==> config.mk <==
export PLATFORM = sky130hd
export DESIGN_NAME = serial_port_buffer_status
export DESIGN_NICKNAME = d
export VERILOG_FILES = /design/src/sport_buf_pkg.sv /design/src/serial_port_buffer_status.sv
export SDC_FILE = /design/constraint.sdc
export NUM_CORES = 1
export LEC_CHECK = 0
export ABC_AREA = 0
export BUFFER_PORTS_ARGS = -buffer_cell sky130_fd_sc_hd__clkbuf_2
export CAP_MARGIN = 20
export CORE_MARGIN = 1.5
export CORE_UTILIZATION = 40
export DETAILED_ROUTE_END_ITERATION = 7
export GPL_ROUTABILITY_DRIVEN = 0
export GPL_TIMING_DRIVEN = 0
export HOLD_SLACK_MARGIN = 0.03
export SYNTH_ARGS = -nofsm -noshare
export SYNTH_HDL_FRONTEND = slang
export SYNTH_SLANG_ARGS = --single-unit
==> constraint.sdc <==
create_clock -name hclk -period 6.48 [get_ports hclk]
set_input_delay 0.972 -clock hclk [delete_from_list [all_inputs] [get_ports hclk]]
set_output_delay 0.972 -clock hclk [all_outputs]
set_load 0.02 [all_outputs]
==> src/sport_buf_pkg.sv <==
// constants and types for the serial port buffer and status block
package sport_buf_pkg;
   localparam int WORD_W = 32;
   localparam int ADDR_W = 8;
   localparam int NCH    = 2;

   localparam logic [7:0] OFS_CTL  = 8'h00;
   localparam logic [7:0] OFS_TXA  = 8'h04;
   localparam logic [7:0] OFS_TXB  = 8'h08;
   localparam logic [7:0] OFS_RXA  = 8'h0C;
   localparam logic [7:0] OFS_RXB  = 8'h10;
   localparam logic [7:0] OFS_AUX  = 8'h14;
   localparam logic [7:0] OFS_MASK = 8'h18;

   localparam int BIT_EN     = 0;
   localparam int BIT_SLEN_L = 4;
   localparam int BIT_FSR    = 13;
   localparam int BIT_IFS    = 14;
   localparam int BIT_LFS    = 16;
   localparam int BIT_DMA_A  = 18;
   localparam int BIT_DMA_B  = 20;
   localparam int BIT_BHD    = 23;
   localparam int BIT_DIR    = 25;
   localparam int BIT_ERR_B  = 26;
   localparam int BIT_STAT_B = 27;
   localparam int BIT_ERR_A  = 29;
   localparam int BIT_STAT_A = 30;
   localparam int BIT_MC     = 0;
   localparam int BIT_DATA_INDEPENDENT_SYNC   = 1;

   localparam logic [31:0] CTL_RESET = 32'h0000_0000;
   localparam logic [31:0] CTL_WMASK = 32'h03FF_FFFF;
   localparam logic [1:0]  AUX_RESET = 2'b00;

   typedef struct packed {
      logic [31:0]           ctl;
      logic [1:0]            aux;
      logic                  mask;
      logic [3:0]            sync1;
      logic [3:0]            sync2;
      logic [3:0]            sync3;
      logic [1:0][31:0]      tx_hold;
      logic [1:0]            tx_full;
      logic [1:0][31:0]      tx_sh;
      logic                  tx_busy;
      logic [4:0]            tx_cnt;
      logic [1:0]            dout;
      logic                  fs_out;
      logic [1:0]            err;
      logic [1:0][1:0][31:0] rx_fifo;
      logic [1:0][1:0]       rx_cnt;
      logic [1:0][31:0]      rx_sh;
      logic                  rx_busy;
      logic [4:0]            rx_bit;
      logic                  irq;
      logic                  dp_valid;
      logic                  dp_write;
      logic [7:0]            dp_addr;
      logic                  dp_done;
      logic [31:0]           rdata;
   } state_t;
endpackage
==> src/serial_port_buffer_status.sv <==
// serial port data buffers, buffer status, error flags and ahb-lite register slave
//
// Chosen here: the address map and the AHB-Lite slave port.
`timescale 1ns/1ns
module serial_port_buffer_status (
   input  wire logic                          hclk,
   input  wire logic                          hresetn,
   input  wire logic                          hsel,
   input  wire logic [sport_buf_pkg::ADDR_W-1:0] haddr,
   input  wire logic [1:0]                    htrans,
   input  wire logic                          hwrite,
   input  wire logic [2:0]                    hsize,
   input  wire logic [31:0]                   hwdata,
   input  wire logic                          hready,
   output logic                               hreadyout,
   output logic [31:0]                        hrdata,
   output logic                               hresp,
   input  wire logic                          sclk_in,
   input  wire logic                          fs_in,
   output logic                               fs_out,
   output logic                               fs_oe,
   input  wire logic                          data_a_in,
   input  wire logic                          data_b_in,
   output logic                               data_a_out,
   output logic                               data_b_out,
   output logic                               data_oe,
   output logic [1:0]                         dma_tx_req,
   input  wire logic [1:0]                    dma_tx_wr,
   input  wire logic [31:0]                   dma_tx_data,
   output logic [1:0]                         dma_rx_req,
   input  wire logic [1:0]                    dma_rx_rd,
   output logic [31:0]                        dma_rx_data_a,
   output logic [31:0]                        dma_rx_data_b,
   output logic                               tx_irq
);
   import sport_buf_pkg::*;

   state_t st_reg;
   state_t st_next;

   function automatic logic [1:0] occ_code(input logic any, input logic full);
      occ_code = {any, full & any};
   endfunction

   logic       en;
   logic       tx_dir;
   logic       frame_sync_required;
   logic       ifs;
   logic       bhd;
   logic [4:0] slen;
   logic [1:0] dma_en;
   logic       sclk_rise;
   logic       sclk_fall;
   logic       fs_level;
   logic       int_fs;
   logic       fs_now;
   logic       tx_last;
   logic       tx_start;
   logic [1:0] st_any;
   logic [1:0] st_full;
   logic [31:0] ctl_view;

   always_comb begin
      en        = st_reg.ctl[BIT_EN];
      tx_dir    = st_reg.ctl[BIT_DIR];
      frame_sync_required       = st_reg.ctl[BIT_FSR];
      ifs       = st_reg.ctl[BIT_IFS];
      bhd       = st_reg.ctl[BIT_BHD];
      slen      = st_reg.ctl[BIT_SLEN_L +: 5];
      dma_en    = {st_reg.ctl[BIT_DMA_B], st_reg.ctl[BIT_DMA_A]};
      // edges come from the second and third stages, never the first
      sclk_rise = st_reg.sync2[3] & ~st_reg.sync3[3];
      sclk_fall = ~st_reg.sync2[3] & st_reg.sync3[3];
      fs_level  = st_reg.sync2[2] ^ st_reg.ctl[BIT_LFS];
      tx_last   = st_reg.tx_busy & (st_reg.tx_cnt == 5'd0);
      // in transmit, internal sync waits for new data unless MC and data independent syncs are both on;
      // only offered at a word boundary so the partner never sees a sync mid-word
      int_fs    = tx_dir ? ((~st_reg.tx_busy | tx_last)
                            & ((st_reg.aux[BIT_MC] & st_reg.aux[BIT_DATA_INDEPENDENT_SYNC]) | (|st_reg.tx_full)))
                         : ~st_reg.rx_busy;
      fs_now    = sclk_rise & en & (ifs ? int_fs : fs_level);
      // without frame sync required the port keeps sending word after word
      tx_start  = en & tx_dir & (~st_reg.tx_busy | tx_last) & sclk_rise
                  & (fs_now | (tx_last & ~frame_sync_required));
      for (int c = 0; c < NCH; c++) begin
         if (tx_dir) begin
            st_any[c]  = st_reg.tx_full[c] | st_reg.tx_busy;
            st_full[c] = st_reg.tx_full[c] & st_reg.tx_busy;
         end else begin
            st_any[c]  = st_reg.rx_cnt[c] != 2'd0;
            st_full[c] = st_reg.rx_cnt[c] == 2'd2;
         end
      end
      ctl_view = st_reg.ctl & CTL_WMASK;
      ctl_view[BIT_STAT_A +: 2] = occ_code(st_any[0], st_full[0]);
      ctl_view[BIT_STAT_B +: 2] = occ_code(st_any[1], st_full[1]);
      ctl_view[BIT_ERR_A]       = st_reg.err[0];
      ctl_view[BIT_ERR_B]       = st_reg.err[1];
   end

   logic        ok;
   logic        ch;
   logic [31:0] rd;

   always_comb begin
      st_next       = st_reg;
      st_next.sync1 = {sclk_in, fs_in, data_a_in, data_b_in};
      st_next.sync2 = st_reg.sync1;
      st_next.sync3 = st_reg.sync2;
      st_next.irq   = 1'b0;
      ok            = 1'b0;
      ch            = 1'b0;
      rd            = 32'h0000_0000;

      if (sclk_rise) begin
         st_next.fs_out = ifs & en & int_fs;
      end

      // transmit shifting; output changes on the serial clock rise
      if (en & tx_dir & sclk_rise & st_reg.tx_busy & ~tx_last) begin
         st_next.tx_cnt = st_reg.tx_cnt - 5'd1;
         for (int c = 0; c < NCH; c++) begin
            st_next.dout[c] = st_reg.tx_sh[c][5'(st_reg.tx_cnt - 5'd1)];
         end
      end
      if (en & tx_dir & sclk_rise & tx_last) begin
         st_next.tx_busy = 1'b0;
      end
      if (tx_start) begin
         st_next.tx_busy = 1'b1;
         st_next.tx_cnt  = slen;
         for (int c = 0; c < NCH; c++) begin
            if (st_reg.tx_full[c]) begin
               st_next.tx_sh[c]   = st_reg.tx_hold[c];
               st_next.tx_full[c] = 1'b0;
               st_next.dout[c]    = st_reg.tx_hold[c][slen];
               if (~dma_en[c] & ~st_reg.mask) begin
                  st_next.irq = 1'b1;
               end
            end else begin
               // empty buffer: old shifter contents go out again
               st_next.err[c]  = 1'b1;
               st_next.dout[c] = st_reg.tx_sh[c][slen];
            end
         end
      end

      // receive: sync seen on the rise, bits sampled on the fall
      if (en & ~tx_dir & fs_now & ~st_reg.rx_busy) begin
         st_next.rx_busy = 1'b1;
         st_next.rx_bit  = slen;
         st_next.rx_sh   = '0;
      end
      if (en & ~tx_dir & sclk_fall & st_reg.rx_busy) begin
         for (int c = 0; c < NCH; c++) begin
            // zero fill keeps short words right-justified
            st_next.rx_sh[c] = {st_reg.rx_sh[c][30:0], st_reg.sync2[1-c]};
         end
         if (st_reg.rx_bit == 5'd0) begin
            st_next.rx_busy = 1'b0;
            for (int c = 0; c < NCH; c++) begin
               if (st_reg.rx_cnt[c] == 2'd2) begin
                  st_next.rx_fifo[c][1] = st_next.rx_sh[c];
                  st_next.err[c]        = 1'b1;
               end else begin
                  st_next.rx_fifo[c][st_reg.rx_cnt[c][0]] = st_next.rx_sh[c];
                  st_next.rx_cnt[c] = st_reg.rx_cnt[c] + 2'd1;
               end
            end
         end else begin
            st_next.rx_bit = st_reg.rx_bit - 5'd1;
         end
      end

      // dma side of the buffers
      for (int c = 0; c < NCH; c++) begin
         if (dma_tx_wr[c] & tx_dir) begin
            st_next.tx_hold[c] = dma_tx_data;
            st_next.tx_full[c] = 1'b1;
         end
         if (dma_rx_rd[c] & ~tx_dir & (st_next.rx_cnt[c] != 2'd0)) begin
            st_next.rx_fifo[c][0] = st_next.rx_fifo[c][1];
            st_next.rx_cnt[c]     = st_next.rx_cnt[c] - 2'd1;
         end
      end

      // bus data phase; completes once the access may proceed
      if (st_reg.dp_valid & st_reg.dp_done) begin
         st_next.dp_valid = 1'b0;
         st_next.dp_done  = 1'b0;
      end else if (st_reg.dp_valid) begin
         unique case (st_reg.dp_addr)
            OFS_TXA, OFS_TXB: begin
               ch = st_reg.dp_addr == OFS_TXB;
               // inactive buffer never completes while enabled
               ok = ~en | (tx_dir & (~st_next.tx_full[ch] | bhd | ~st_reg.dp_write));
               if (ok & st_reg.dp_write) begin
                  st_next.tx_hold[ch] = hwdata;
                  st_next.tx_full[ch] = 1'b1;
               end
            end
            OFS_RXA, OFS_RXB: begin
               ch = st_reg.dp_addr == OFS_RXB;
               ok = ~en | (~tx_dir & ((st_next.rx_cnt[ch] != 2'd0) | bhd | st_reg.dp_write));
               rd = st_next.rx_fifo[ch][0];
               if (ok & ~st_reg.dp_write & (st_next.rx_cnt[ch] != 2'd0)) begin
                  st_next.rx_fifo[ch][0] = st_next.rx_fifo[ch][1];
                  st_next.rx_cnt[ch]     = st_next.rx_cnt[ch] - 2'd1;
               end
            end
            OFS_CTL: begin
               ok = 1'b1;
               rd = ctl_view;
               if (st_reg.dp_write) begin
                  st_next.ctl = hwdata & CTL_WMASK;
               end
            end
            OFS_AUX: begin
               ok = 1'b1;
               rd = {30'h0000_0000, st_reg.aux};
               if (st_reg.dp_write) begin
                  st_next.aux = hwdata[1:0];
               end
            end
            OFS_MASK: begin
               ok = 1'b1;
               rd = {31'h0000_0000, st_reg.mask};
               if (st_reg.dp_write) begin
                  st_next.mask = hwdata[0];
               end
            end
            default: begin
               ok = 1'b1;
            end
         endcase
         if (ok) begin
            st_next.dp_done = 1'b1;
            st_next.rdata   = st_reg.dp_write ? 32'h0000_0000 : rd;
         end
      end
      if (hsel & htrans[1] & hready) begin
         st_next.dp_valid = 1'b1;
         st_next.dp_write = hwrite;
         st_next.dp_addr  = {haddr[7:2], 2'b00};
         st_next.dp_done  = 1'b0;
      end

      // disabling aborts shifting and clears the sticky flags
      if (~st_next.ctl[BIT_EN]) begin
         st_next.err     = 2'b00;
         st_next.tx_busy = 1'b0;
         st_next.rx_busy = 1'b0;
         st_next.fs_out  = 1'b0;
      end
   end

   always_ff @(posedge hclk or negedge hresetn) begin
      if (!hresetn) begin
         st_reg      <= '0;
         st_reg.ctl  <= CTL_RESET;
         st_reg.aux  <= AUX_RESET;
      end else begin
         st_reg <= st_next;
      end
   end

   always_comb begin
      hreadyout     = ~st_reg.dp_valid | st_reg.dp_done;
      hrdata        = st_reg.rdata;
      hresp         = 1'b0;
      fs_out        = st_reg.fs_out;
      fs_oe         = en & ifs;
      data_a_out    = st_reg.dout[0];
      data_b_out    = st_reg.dout[1];
      data_oe       = en & tx_dir & st_reg.tx_busy;
      dma_rx_data_a = st_reg.rx_fifo[0][0];
      dma_rx_data_b = st_reg.rx_fifo[1][0];
      tx_irq        = st_reg.irq;
      for (int c = 0; c < NCH; c++) begin
         dma_tx_req[c] = en & tx_dir & dma_en[c] & ~st_reg.tx_full[c];
         dma_rx_req[c] = en & ~tx_dir & dma_en[c] & (st_reg.rx_cnt[c] != 2'd0);
      end
   end
endmodule

======== Word level (Yosys, flattened, before mapping) ========
Cells that the tools add are included.
word-level totals
  register bits ........................... 424
  output and inout bits ................... 108
operators by class
  add/subtract/negate cells ............... 7
  $lt $le $gt $ge ......................... 10
  eq/ne operators ......................... 10
  mux-type cells .......................... 107
  bitwise operators ....................... 83
  reductions and logical operators ........ 27
operators by type and width
  operator              count
  $mux W132             4
  $mux W32              15
  $mux W66              4
  $mux W204             1
  $bwmux W64            3
  $mux W134             1
  $bwmux W128           1
  $mux W64              2
  $pmux W32 S4          1
  $demux W32 S1         3
  $mux W74              1
  $mux W70              1
  $mux W33              2
  $demux W64 S1         1
  $and A1 B1 Y1         52
  $mux W1               41
  $bmux W1 S5           6
  $mux W2               10
  $eq A6 B3 Y1 const B  3
  $not A1 Y1            17
  $reduce_bool A2 Y1    8
  $eq A6 B2 Y1 const B  2
  $lt A5 B6 Y1 const B  2
  $or A1 B1 Y1          12
  other kinds (28)      51

======== Logic depth before layout (Yosys ltp) ========
  depth in word-level cells ............... 30
  gate-level depth with buffers ........... 20

======== Worst setup path after synthesis ========
OpenSTA, ideal clock, no wires.
  path type ............................... register to register
  start point ............................. register st_reg[44] in the netlist's numbering
  end point ............................... register st_reg (netlist bit hrdata[10])
  library setup time ...................... 0.078 ns
  arrival time ............................ 4.600 ns
  required time ........................... 6.402 ns
  path slack .............................. 1.802 ns
  cell stages (with the launch flop) ...... 20
  path buffers ............................ 4
  clock period less this slack ............ 4.678 ns
  cells stage by stage .................... dfrtp_1 > inv_1 > ha_1 > or4b_4 > nor3_4 > mux2i_1 > ha_1 > or3b_2 > clkbuf_1 > buf_1 > mux2i_1 > mux2i_1 > ha_1 > nor3b_1 > o2111ai_1 > o211ai_1 > or4_1 > clkbuf_1 > clkbuf_1 > o2bb2ai_1
on the way
  word-level cells in the longest chain between the ends .. 17
  elaborated cells between the ends (all ways) .. 28
  those cells by class .................... add/sub (2); mux (15); bitwise (6); reduce/logical (5)
ends and longest elaborated chain
  item                                                    line                              RTL
  start, declared                                         serial_port_buffer_status.sv:38   state_t st_reg;
  start signal, assigned                                  serial_port_buffer_status.sv:263  st_reg <= st_next;
  $logic_not A5 Y1 (*)                                    serial_port_buffer_status.sv:159  if (st_reg.rx_bit == 5'd0) begin
  $mux W134 (*)                                           serial_port_buffer_status.sv:159
  $mux W204 (*)                                           serial_port_buffer_status.sv:154  if (en & ~tx_dir & sclk_fall & st_reg.rx_busy) begin
  branches (longest 14 deep; another with $sub A2 B1 Y2)  -
Every way passes the cells marked *. The select of a mux whose other input is x is not followed.
A chain may end at the register's enable or synchronous reset.

==> impl_metrics.toml <==
[global_route]
grt_pass1_vias = 16600
grt_antenna_before_repair = 0
grt_max_degree = 95
track_usage = 0.243
grt_first_pass_wirelength_um = 103000
grt-ovfl-total = 0

[placed_design]
place_worst_setup_slack_ps = 391
placed_cells = 2814
port_buffers = 190
place_hpwl_um = 50500

[power]
irDropWorstVdd_uv = 230
leakagePower_uw = 0.0120
power_uw = 9220
powerDensity_mw_per_mm2 = 367

[floorplan]
die_h_um = 236
die_x_um = 236
dieArea_sq_mm = 0.0556
rows = 85
top_level_ports = 198
core_sq_mm = 0.0537
initial_core_util = 0.404

[routing]
drtPass1Iterations = 6
drt_iter0_markers = 1568
wl_per_cell_um = 23.4
wl_um = 67700
route.vias.total = 16600
vias_per_cell = 5.73
drc_errors = 0
final_antenna_net_count = 0

[yosys]
yosysTopAreaCell = "dfrtp_1"
async_flop_share = 1.00
yosys_register_bits = 421
syn-cell-area_sq_mm = 0.0217
yosysWarnings = 0
syn-instance-count = 1923
synth_cell_types = 68
synth_edf_count = 0
syn_avg_cell_area_sq_um = 11.3
yosysTopAreaCellShare = 0.486
seq_area_frac_synth = 0.486
synth_flop_cell = "dfrtp_1"
synthTopCellsByArea = "dfrtp_1, mux2_2, mux2i_1"
syn_nets = 2026

[setup_path]
worstReg2RegStart = "st_reg[44]"
arrival_ps = 6290
required_ps = 6910
critPathKind = "register to register"
reg2reg_depth = 20
cp_max_fo = 10
cp-start-kind = "register"
cp-end-kind = "register"
rr_endpoint = "dma_rx_data_b[28]"
rrSetupSlack_ps = 620

[finish]
fin_nets = 2269
fin_cells = 2897
drive_above_1_share = 0.334
seq_area_sq_mm = 0.0105
antenna_cells = 0
layout_common_cells = "dfrtp_1, mux2_2, clkbuf_2"
nFillCells = 4918
area_growth_pct = 15.9
multi_input_area_sq_mm = 0.00972
fin_util = 0.468
mostFrequentLayoutCell = "dfrtp_1"
largest_reg_flops = 285

[timing]
tightest_slew_ps = 987
slew_violations = 0
hold_violations = 0
rsz0062_at_grt = "false"
fmax_ghz = 0.171
fin_crit_ps = 5860
fin_worst_skew_ps = 29.1
max-slew-margin-rel = 0.337
hold_slack_ps = 348
final.setup.worst_slack_ps = 622
finalCritPeriodShare = 0.904
setup_viol = 0

[clock_tree]
cts.sinks = 421
clk_pin_slew_ps = 60
clock_path_buffers = 3
cts_root_buffer = "clkbuf_16"
numCtsBuffers = 45
tritoncts = "built"
post_cts_buffers = 0
htree_num_levels = 2
clkLatencyLatePin_ps = 590

[run_status]
outcome = "completed"

[hold_path]
min_from = "st_next[393]"
holdPathEnd = "st_next[389]"
hold_path_depth = 0
min_path_type = "register to register"

[job]
maxCapViolations = 0
-- worst max-delay path by stage --
stage | startpoint | slack (ps) | cells after the start | endpoint
floorplan | st_reg[44] | 1800 | 19 | hrdata[10]
global placement | hresetn | -5150 | 1 | st_reg[166]
detailed placement | st_reg[44] | 390 | 20 | dma_rx_data_b[24]
CTS | st_reg[44] | 330 | 19 | dma_rx_data_a[29]
global route | st_reg[44] | 250 | 20 | dma_rx_data_b[28]
finish | st_reg[44] | 620 | 20 | dma_rx_data_b[28]
-- metal layers --
layer,vias up,global-route usage,share of wire
li1,7408,-,-
met1,8453,0.333,0.44
met2,608,0.393,0.47
met3,124,0.0321,0.053
met4,0,0.0929,0.038
met5,-,0,0
-- cells in the mapped netlist (all sizes together) (32+ instances only) --
| library cell | n |
|---|---|
| a211oi | 32 |
| o22ai | 64 |
| a21oi | 84 |
| clkbuf | 65 |
| mux2 | 292 |
| dfrtp | 421 |
| mux2i | 85 |
| buf | 165 |
| nor2 | 96 |
| o21ai | 81 |
| nand3 | 76 |
| nand2 | 174 |
-- cell type report --
type,instances,share of cell area
Buffer,230,0.0537
Tap cell,696,0.0347
Inverter,20,0.00299
Sequential cell,421,0.419
Clock inverter,15,0.00752
Timing Repair Buffer,196,0.0432
Clock buffer,67,0.0517
Multi-Input combinational cell,1252,0.387
-- cells by family (layout without fill, tap and decap cells) --
| logic type | count (synthesis) | in the layout | synth area share |
|---|---|---|---|
| AND/OR/NAND/NOR | 440 | 440 | 0.0973 |
| flip-flops | 421 | 421 | 0.486 |
| multiplexers | 408 | 408 | 0.223 |
| AO/OA/AOI/OAI | 377 | 377 | 0.115 |
| buffers and inverters | 250 | 528 | 0.0656 |
| adder cells (fa/ha/maj) | 13 | 13 | 0.00750 |
| XOR/XNOR | 13 | 13 | 0.00525 |
| other | 1 | 1 | 0.000173 |
-- critical path, stage by stage, from the launching register on --
cell and delay (ps):
dfrtp_1 400, inv_1 90, ha_1 170, or4b_4 520, nor3_4 470, mux2i_1 340, ha_1 210, or3b_2 110
clkbuf_1 380, clkbuf_2 420, mux2i_1 280, mux2i_1 110, ha_1 260, nor2_1 120, nand3_1 190, nor2_1 500
nand2_1 130, clkbuf_1 350, clkbuf_1 360, o22ai_1 230, a21oi_1 70
-- metrics by stage --
step            TNS, ps  cell area [sq um]
6_report              0              25100
5_1_grt               0              25100
4_1_cts               0              25100
3_5_place_dp          0              23600
3_3_place_gp   -2146350              23500
2_1_floorplan         0              21700
-- where the power goes --
| part | internal (uW) | switching, uW | total (uW) |
|---|---|---|---|
| Combinational | 1360 | 1550 | 2910 |
| Sequential | 3140 | 513 | 3650 |
| Clock | 1550 | 1110 | 2650 |
| Total | 6050 | 3170 | 9220 |
-- what timing repair did --
| action | CTS | global route |
|---|---|---|
| hold buffers | 0 | 0 |
| gates resized for setup | 0 | 2 |
| setup endpoints to repair | 0 | 4 |
No activity file was read; power rests on OpenSTA's default activity.
